### config.mk
export PLATFORM = sky130hd
export DESIGN_NAME = pmt_timer
export DESIGN_NICKNAME = d
export VERILOG_FILES = /design/src/pmt_pkg.sv /design/src/pmt_timer.sv
export SDC_FILE = /design/constraint.sdc
export NUM_CORES = 1
export LEC_CHECK = 0
export BUFFER_PORTS_ARGS = -buffer_cell sky130_fd_sc_hd__buf_2
export CORE_AREA = 4 4 133 135
export CTS_BUF_LIST = sky130_fd_sc_hd__clkbuf_2
export DETAILED_ROUTE_END_ITERATION = 10
export DIE_AREA = 0 0 137 139
export PLACE_DENSITY = 0.65
export SLEW_MARGIN = 30
export SYNTH_ARGS = -nofsm -noshare
export SYNTH_HDL_FRONTEND = slang
export SYNTH_SLANG_ARGS = --single-unit
### constraint.sdc
create_clock -name pclk -period 1.77 [get_ports pclk]
set_input_delay 0.2655 -clock pclk [delete_from_list [all_inputs] [get_ports pclk]]
set_output_delay 0.2655 -clock pclk [all_outputs]
set_load 0.02 [all_outputs]
### src/pmt_pkg.sv
// Register map, field layout and timing constants of the period match timer
package pmt_pkg;
  localparam int unsigned PMT_DATA_W = 8;
  localparam int unsigned PMT_NUM_TIMERS = 3;
  // Per-instance register window: base = index * stride
  localparam logic [7:0] PMT_INST_STRIDE = 8'h10;
  localparam logic [3:0] PMT_OFS_COUNT = 4'h0;
  localparam logic [3:0] PMT_OFS_PERIOD = 4'h4;
  localparam logic [3:0] PMT_OFS_CONTROL = 4'h8;
  // Shared interrupt registers
  localparam logic [7:0] PMT_OFS_FLAG = 8'h40;
  localparam logic [7:0] PMT_OFS_ENABLE = 8'h44;
  localparam logic [7:0] PMT_OFS_CLEAR = 8'h48;
  // Control field layout
  localparam int unsigned PMT_PRESCALE_LSB = 0;
  localparam int unsigned PMT_ON_BIT = 2;
  localparam int unsigned PMT_POSTSCALE_LSB = 3;
  localparam logic [7:0] PMT_CONTROL_MASK = 8'h7f;
  // Reset values
  localparam logic [7:0] PMT_COUNT_RESET = 8'h00;
  localparam logic [7:0] PMT_PERIOD_RESET = 8'hff;
  localparam logic [7:0] PMT_CONTROL_RESET = 8'h00;
  // Oscillator cycles per instruction cycle
  localparam int unsigned PMT_INSTR_DIV = 4;
  localparam logic [1:0] PMT_INSTR_LAST = 2'(PMT_INSTR_DIV - 1);
  // Prescale codes
  typedef enum logic [1:0] {
    PMT_PRE_1 = 2'b00,
    PMT_PRE_4 = 2'b01,
    PMT_PRE_16 = 2'b10,
    PMT_PRE_64 = 2'b11
  } pmt_prescale_t;
endpackage

### src/pmt_timer.sv
// Bank of 8-bit period match timers with prescaler, postscaler and APB registers
//
// Summary of operation
// - Up to three identical timers, each with count, period and control.
// - Counting clock is the instruction clock, one quarter of the oscillator.
// - Count steps up by one from zero per prescaled tick while on.
// - Prescale codes 00,01,10,11 divide by 1, 4, 16 and 64.
// - Count is compared with period and a match output is raised.
// - A match clears the count next cycle and steps the postscaler.
// - Count and period registers are readable and writable at any time.
// - Reset clears count and sets period to all ones.
// - Prescaler and postscaler clear on count write, control write, reset.
// - Four-bit postscaler sets the latched match flag at the chosen count.
// - The flag raises the interrupt only while its enable is set.
// - Postscale code plus one matches give one flag setting.
// - Unscaled match feeds capture/PWM units; timer zero also gives shift clock.
// - No counting during sleep; count and period are kept.
`timescale 1ns/100ps
module pmt_timer
  import pmt_pkg::*;
#(
  parameter int unsigned NUM_TIMERS = PMT_NUM_TIMERS
)
(
  input wire logic pclk,
  input wire logic presetn,
  input wire logic psel,
  input wire logic penable,
  input wire logic pwrite,
  input wire logic [7:0] paddr,
  input wire logic [31:0] pwdata,
  output logic [31:0] prdata,
  output logic pready,
  output logic pslverr,
  input wire logic sleep,
  output logic [NUM_TIMERS-1:0] match_out,
  output logic shift_clk,
  output logic irq
);

  // Terminal value of the prescaler for a given code
  function automatic logic [5:0] pre_last(input logic [1:0] code);
    case (pmt_prescale_t'(code))
      PMT_PRE_1: pre_last = 6'd0;
      PMT_PRE_4: pre_last = 6'd3;
      PMT_PRE_16: pre_last = 6'd15;
      PMT_PRE_64: pre_last = 6'd63;
      default: pre_last = 6'd0;
    endcase
  endfunction

  logic [7:0] count [NUM_TIMERS];
  logic [7:0] period [NUM_TIMERS];
  logic [7:0] control [NUM_TIMERS];
  logic [5:0] pre [NUM_TIMERS];
  logic [3:0] post [NUM_TIMERS];
  logic [NUM_TIMERS-1:0] flag;
  logic [NUM_TIMERS-1:0] enable;
  logic [1:0] instr_cnt;
  logic instr_tick;

  logic acc;
  logic wr;
  logic inst_hit;
  logic [1:0] inst_sel;
  logic [NUM_TIMERS-1:0] wr_count;
  logic [NUM_TIMERS-1:0] wr_period;
  logic [NUM_TIMERS-1:0] wr_control;
  logic wr_enable;
  logic wr_clear;
  logic [NUM_TIMERS-1:0] run;
  logic [NUM_TIMERS-1:0] adv;
  logic [NUM_TIMERS-1:0] equal;
  logic [NUM_TIMERS-1:0] flag_set;
  logic [NUM_TIMERS-1:0] next_flag;

  // Bus decode
  assign acc = psel && penable && pready;
  assign wr = acc && pwrite;
  assign inst_sel = paddr[5:4];
  assign inst_hit = !paddr[7] && !paddr[6] && (32'(inst_sel) < NUM_TIMERS);
  assign wr_enable = wr && paddr == PMT_OFS_ENABLE;
  assign wr_clear = wr && paddr == PMT_OFS_CLEAR;

  always_comb
  begin
    for (int i = 0; i < NUM_TIMERS; i++)
    begin
      wr_count[i] = wr && inst_hit && 32'(inst_sel) == i && paddr[3:0] == PMT_OFS_COUNT;
      wr_period[i] = wr && inst_hit && 32'(inst_sel) == i && paddr[3:0] == PMT_OFS_PERIOD;
      wr_control[i] = wr && inst_hit && 32'(inst_sel) == i && paddr[3:0] == PMT_OFS_CONTROL;
      // Sleep freezes the timer without touching its registers
      run[i] = instr_tick && control[i][PMT_ON_BIT] && !sleep;
      adv[i] = run[i] && pre[i] == pre_last(control[i][PMT_PRESCALE_LSB +: 2]);
      equal[i] = count[i] == period[i];
      flag_set[i] = adv[i] && equal[i] && !wr_count[i] &&
                    post[i] == control[i][PMT_POSTSCALE_LSB +: 4];
    end
  end

  // Set wins over a clear arriving in the same cycle
  assign next_flag = (flag & ~(wr_clear ? pwdata[NUM_TIMERS-1:0] : '0)) | flag_set;

  // Instruction clock enable from the oscillator clock
  always_ff @(posedge pclk or negedge presetn)
  begin
    if (!presetn)
    begin
      instr_cnt <= 2'b00;
      instr_tick <= 1'b0;
    end
    else
    begin
      instr_cnt <= instr_cnt + 2'b01;
      instr_tick <= instr_cnt == PMT_INSTR_LAST;
    end
  end

  // Count register: bus write takes priority over counting
  always_ff @(posedge pclk or negedge presetn)
  begin
    if (!presetn)
    begin
      for (int i = 0; i < NUM_TIMERS; i++)
        count[i] <= PMT_COUNT_RESET;
    end
    else
    begin
      for (int i = 0; i < NUM_TIMERS; i++)
      begin
        if (wr_count[i])
          count[i] <= pwdata[7:0];
        else if (adv[i] && equal[i])
          count[i] <= PMT_COUNT_RESET;
        else if (adv[i])
          count[i] <= count[i] + 8'h01;
      end
    end
  end

  // Period and control registers
  always_ff @(posedge pclk or negedge presetn)
  begin
    if (!presetn)
    begin
      for (int i = 0; i < NUM_TIMERS; i++)
      begin
        period[i] <= PMT_PERIOD_RESET;
        control[i] <= PMT_CONTROL_RESET;
      end
    end
    else
    begin
      for (int i = 0; i < NUM_TIMERS; i++)
      begin
        if (wr_period[i])
          period[i] <= pwdata[7:0];
        if (wr_control[i])
          control[i] <= pwdata[7:0] & PMT_CONTROL_MASK;
      end
    end
  end

  // Prescaler and postscaler counters
  always_ff @(posedge pclk or negedge presetn)
  begin
    if (!presetn)
    begin
      for (int i = 0; i < NUM_TIMERS; i++)
      begin
        pre[i] <= 6'd0;
        post[i] <= 4'd0;
      end
    end
    else
    begin
      for (int i = 0; i < NUM_TIMERS; i++)
      begin
        if (wr_count[i] || wr_control[i])
        begin
          pre[i] <= 6'd0;
          post[i] <= 4'd0;
        end
        else
        begin
          if (adv[i])
            pre[i] <= 6'd0;
          else if (run[i])
            pre[i] <= pre[i] + 6'd1;
          if (flag_set[i])
            post[i] <= 4'd0;
          else if (adv[i] && equal[i])
            post[i] <= post[i] + 4'd1;
        end
      end
    end
  end

  // Unscaled match outputs, one pulse per period
  always_ff @(posedge pclk or negedge presetn)
  begin
    if (!presetn)
    begin
      match_out <= '0;
      shift_clk <= 1'b0;
    end
    else
    begin
      for (int i = 0; i < NUM_TIMERS; i++)
        match_out[i] <= adv[i] && equal[i];
      // Only timer zero may clock the serial port; selection lives in that port
      shift_clk <= adv[0] && equal[0];
    end
  end

  // Interrupt flags, enables and request line
  always_ff @(posedge pclk or negedge presetn)
  begin
    if (!presetn)
    begin
      flag <= '0;
      enable <= '0;
      irq <= 1'b0;
    end
    else
    begin
      flag <= next_flag;
      if (wr_enable)
        enable <= pwdata[NUM_TIMERS-1:0];
      irq <= |(next_flag & (wr_enable ? pwdata[NUM_TIMERS-1:0] : enable));
    end
  end

  // APB slave: zero wait states, registered answer
  always_ff @(posedge pclk or negedge presetn)
  begin
    if (!presetn)
    begin
      pready <= 1'b0;
      pslverr <= 1'b0;
      prdata <= 32'h0000_0000;
    end
    else
    begin
      pready <= psel && !penable;
      pslverr <= 1'b0;
      prdata <= 32'h0000_0000;
      if (psel && !penable)
      begin
        if (inst_hit && paddr[3:0] == PMT_OFS_COUNT)
          prdata <= {24'h00_0000, count[inst_sel]};
        else if (inst_hit && paddr[3:0] == PMT_OFS_PERIOD)
          prdata <= {24'h00_0000, period[inst_sel]};
        else if (inst_hit && paddr[3:0] == PMT_OFS_CONTROL)
          prdata <= {24'h00_0000, control[inst_sel]};
        else if (paddr == PMT_OFS_FLAG)
          prdata <= 32'(flag);
        else if (paddr == PMT_OFS_ENABLE)
          prdata <= 32'(enable);
        else if (paddr == PMT_OFS_CLEAR)
          prdata <= 32'h0000_0000;
        else
          pslverr <= 1'b1;
      end
    end
  end

  a_instr_rate: assert property (@(posedge pclk) disable iff (!presetn)
    instr_tick |=> !instr_tick [*3] ##1 instr_tick)
    else $error("instruction tick not one in four");

  a_irq_gate: assert property (@(posedge pclk) disable iff (!presetn)
    irq == |(flag & enable))
    else $error("interrupt line disagrees with enabled flags");

  // Register bus answers in the cycle after setup, never while idle
  a_ready_setup: assert property (@(posedge pclk) disable iff (!presetn)
    psel && !penable |=> pready)
    else $error("no ready in access phase");

  a_ready_idle: assert property (@(posedge pclk) disable iff (!presetn)
    !(psel && !penable) |=> !pready)
    else $error("ready without a setup cycle");

  a_error_ready: assert property (@(posedge pclk) disable iff (!presetn)
    pslverr |-> pready)
    else $error("error response outside access phase");

  a_read_upper: assert property (@(posedge pclk) disable iff (!presetn)
    pready |-> prdata[31:8] == 24'h00_0000)
    else $error("upper read data bits not zero");

  for (genvar k = 0; k < NUM_TIMERS; k++)
  begin : g_chk
    a_count_step: assert property (@(posedge pclk) disable iff (!presetn)
      adv[k] && !equal[k] && !wr_count[k] |=> count[k] == $past(count[k]) + 8'h01)
      else $error("count did not step by one");

    a_count_clear: assert property (@(posedge pclk) disable iff (!presetn)
      adv[k] && equal[k] && !wr_count[k] |=> count[k] == 8'h00 && match_out[k])
      else $error("match did not clear count");

    a_stop_hold: assert property (@(posedge pclk) disable iff (!presetn)
      (!control[k][PMT_ON_BIT] || sleep) && !wr_count[k] |=> $stable(count[k]))
      else $error("count moved while stopped");

    a_prescale_gap: assert property (@(posedge pclk) disable iff (!presetn)
      adv[k] && control[k][1:0] == 2'b01 && !wr_count[k] && !wr_control[k] |=> !adv[k] [*8])
      else $error("divide by four ticked too soon");

    a_scaler_clear: assert property (@(posedge pclk) disable iff (!presetn)
      wr_count[k] || wr_control[k] |=> pre[k] == 6'd0 && post[k] == 4'd0)
      else $error("scalers not cleared by write");

    a_flag_set: assert property (@(posedge pclk) disable iff (!presetn)
      flag_set[k] |=> flag[k])
      else $error("postscaled match lost");

    a_flag_sticky: assert property (@(posedge pclk) disable iff (!presetn)
      flag[k] && !(wr_clear && pwdata[k]) |=> flag[k])
      else $error("flag dropped without clear");

    a_count_write: assert property (@(posedge pclk) disable iff (!presetn)
      wr_count[k] |=> count[k] == $past(pwdata[7:0]))
      else $error("count write lost");

    a_period_write: assert property (@(posedge pclk) disable iff (!presetn)
      wr_period[k] |=> period[k] == $past(pwdata[7:0]))
      else $error("period write lost");

    a_period_hold: assert property (@(posedge pclk) disable iff (!presetn)
      !wr_period[k] |=> $stable(period[k]))
      else $error("period changed without a write");

    a_match_only: assert property (@(posedge pclk) disable iff (!presetn)
      !(adv[k] && equal[k]) |=> !match_out[k])
      else $error("match output without a match");

    a_match_pulse: assert property (@(posedge pclk) disable iff (!presetn)
      match_out[k] |=> !match_out[k])
      else $error("match output longer than one cycle");

    a_pre_hold: assert property (@(posedge pclk) disable iff (!presetn)
      !run[k] && !wr_count[k] && !wr_control[k] |=> $stable(pre[k]))
      else $error("prescaler moved while stopped");

    a_post_hold: assert property (@(posedge pclk) disable iff (!presetn)
      !(adv[k] && equal[k]) && !wr_count[k] && !wr_control[k] |=> $stable(post[k]))
      else $error("postscaler moved without a match");

    a_flag_source: assert property (@(posedge pclk) disable iff (!presetn)
      !flag[k] && !flag_set[k] |=> !flag[k])
      else $error("flag set without postscaled match");

    a_flag_clear: assert property (@(posedge pclk) disable iff (!presetn)
      wr_clear && pwdata[k] && !flag_set[k] |=> !flag[k])
      else $error("flag not cleared by software");

    a_control_mask: assert property (@(posedge pclk) disable iff (!presetn)
      control[k][7] == 1'b0)
      else $error("unused control bit set");

    // Reset values, seen at the first edge after release
    a_reset_regs: assert property (@(posedge pclk)
      $rose(presetn) |-> count[k] == PMT_COUNT_RESET && period[k] == PMT_PERIOD_RESET)
      else $error("count or period wrong after reset");

    a_reset_scalers: assert property (@(posedge pclk)
      $rose(presetn) |-> pre[k] == 6'd0 && post[k] == 4'd0)
      else $error("scalers not cleared by reset");
  end

endmodule

==> out/summary.txt <==
LEAKAGE -> 4.549 nW
Startpoint Class -> flip-flop
Vias/cell -> 5.513
Sw Ratio -> 0.2791
Power Dens Cells -> 500.7 nW/um^2
Synth Area in XOR/XNOR -> 0.04941
WS Path Type -> reg2reg
Synth warnings -> 0
Die Wd -> 137 um
grt ovf -> 0
placed inst area -> 8791 sq um
largest family of logic cells by synthesized area -> simple AND/OR/NAND/NOR gates
Setup WS post-layout -> -113.5 ps
count leader, synth -> dfrtp_1
Max clock buf depth -> 2
unrepaired setup endpoints after global routing -> true
GP Congestion -> 0.8729
Core ar. -> 16,470 sq um
CP required -> 2400 ps
initial antenna violation count -> 1
Port Buffer Count -> 36
Int Power -> 3.501 mW
Min Hold Slack -> 95.47 ps
status -> finished, violations left
setup TNS -> -1295 ps
Crit. path cell count -> 5
library cells used by synthesis -> 62
largest net degree at the start of global routing -> 32
1st-iter DRT viols -> 288
Critical Path, Cell by Cell -> or2_4, a221oi_4, nand2_4, or4_1, a31oi_1
Hold WC Path Type -> in2reg
Max-cap violations -> 0
post-route antenna net violation count -> 0
predominant post-synthesis flop cell -> dfrtp_1
Synth-to-Final Area Change -> 33.47%
CP Max Fanout -> 7
CTS sink cnt -> 122
Synth top area share -> 0.3375
Avg Cell Area, Syn -> 9.524 sq um
DR pass1 iterations -> 5
synthesized area -> 7267 sq um
Root Buffer -> clkbuf_2
failing checks -> negative setup slack
Vias -> 6,643
Nets -> 1,027
clk slew on worst S/H paths -> 220 ps
max frequency -> 0.5309 GHz
fin cells -> 1,205
gr usage total -> 0.2303
WP buf/inv -> 0
max incr delay on CP -> 440 ps
compound-gate portion of the synthesized area -> 0.1582
Final setup viols -> 24
Post-synth EDFFs -> 0
Final period util -> 1.064
top cells by count, synth -> dfrtp_1 (98), nand2_1 (79), o21ai_0 (58)
fin crit period -> 1883 ps
CTS H-tree depth -> 4
dpl ws -> -266.7 ps
post-synthesis mux area share -> 0.1007
die area -> 19,040 sq um
Worst R2R Path Depth -> 5
slowest cell on the critical path -> dfrtp_1
Initial Util -> 0.4413
share of cells above drive strength 1 -> 0.3953
Critical Path Sink Type -> flip-flop
TritonCTS Buffers -> 17
Reg power frac -> 0.580
Switch Pwr -> 1.355 mW
Clk pwr share -> 0.317
first-pass GRT wire length -> 34,220 um
clk_lat worst skew -> 730 ps
number of global-route vias before repair -> 6,551
I/O pin cnt -> 85
Placed Cells -> 1,140
CP delay by family, top -> simple AND/OR/NAND/NOR gates
Peak supply drop -> 374.8 uV
Synth Instances -> 763
clk_skew -> 55.04 ps
DRC Markers -> 0
final hold violations -> 0
final instance area -> 9699 sq um
HPWL Detailed -> 15,650 um
simple-gate share of the synthesized area -> 0.2004
Rows -> 47
sequential share of the synthesized area -> 0.4242
post-layout util -> 0.5891
crit path DAT -> 2520 ps
Seq cells post-synth -> 122
ys async rst share -> 1.000
largest cells by area after synthesis -> dfrtp_1 (34%), dfstp_2 (8.7%), mux2_2 (6.4%)
Slew Viols, Final -> 0
CTS tree -> done
Avg WL per Cell -> 17.82 um
Yosys top cell by area -> dfrtp_1
Synth Area in Adders -> 0.01722
Die Height -> 139 um
Power, Total -> 4.856 mW
Hold Path Depth -> 5
final WL -> 21,470 um
combinational power share -> 0.102
flip-flops by register name, indices dropped and copies added, names as in the netlist:
name	cells
post	12
prdata	8
match_out	3
control	21
pslverr	1
irq	1
enable	3
flag	3
instr_tick	1
instr_cnt	2
count	24
pready	1
pre	18
period	24
cell families (layout without fill, tap and decap cells):
group / Yosys count / count (layout)
AOI/OAI and AO/OA: 187 / 187
buffers and inverters: 67 / 265
DFF: 122 / 122
and+or+nand+nor: 267 / 267
muxes: 68 / 68
xor gates and xnor gates: 41 / 41
adders and majority gates: 10 / 10
other: 1 / 25
path summary, 6_finish.rpt:
check                                       start                     end  slack (ps)
max in group asynchronous                 presetn   period[7]$_DFFE_PN1P_         740
min in group asynchronous                 presetn     pre[17]$_DFFE_PN0P_         510
max reg2reg                   pre[15]$_DFFE_PN0P_   count[19]$_DFFE_PN0P_        -110
max                           pre[15]$_DFFE_PN0P_   count[19]$_DFFE_PN0P_        -110
min reg2reg                instr_cnt[0]$_DFF_PN0_  instr_cnt[0]$_DFF_PN0_         430
min                                      paddr[2]     pre[14]$_DFFE_PN0P_         100
cell usage in the layout, fill, tap and decap left out, types with 13 or more instances in the layout:
master         instances
buf_6                 13
nand2_1               78
nand3_1               24
dfstp_2               24
nand4_1               13
buf_4                150
nand4b_1              16
buf_2                 35
dlygate4sd3_1         16
o21ai_0               39
and3_1                13
nor2_1                42
a21oi_1               43
xnor2_1               17
mux2_2                41
clkbuf_2              21
dfrtp_1               97
a31oi_1               21
mux2i_1               27
xor2_1                15
conb_1                24
routing by layer:
layer | vias to the layer above | track usage | routed length, um
li1 | 3183 | - | -
met1 | 3251 | 0.3085 | 9430
met2 | 174 | 0.3651 | 10350
met3 | 35 | 0.05733 | 1184
met4 | 0 | 0.07458 | 510
met5 | - | 0 | 0
cell type report:
type / count / area (sq um)
timing repair buffer: 223 / 1788
multi-input combinational: 597 / 4323
sequential: 122 / 3084
tap: 220 / 275.3
inverter: 10 / 37.54
antenna: 1 / 2.502
fill: 1452 / 6766
clock inverter: 11 / 83.83
clock buffer: 21 / 105.1
what timing repair did:
item                                    4_1_cts  5_1_grt
hold buffers                                 17        0
endpoints found under the hold margin       166        0
cloned                                        1        0
pin swaps                                    40       28
endpoints found under the setup margin       48       56
buffers inserted                             12        4
resized for setup                            73       36
worst min-delay path: stages:
cell	delay [ps]
buf_2	80
buf_4	130
or4_1	150
o21ai_2	80
nor2_1	100
power groups by stage:
stage | clock network (mW) | registers, mW | logic, mW
after floorplan | 0 | 2.87 | 0.225
after global placement | 0 | 2.86 | 0.430
after detailed placement | 0 | 2.86 | 0.434
after CTS | 1.60 | 2.82 | 0.490
after global routing | 1.71 | 2.82 | 0.535
final | 1.54 | 2.82 | 0.496
No activity file was read; power rests on OpenSTA's default activity.
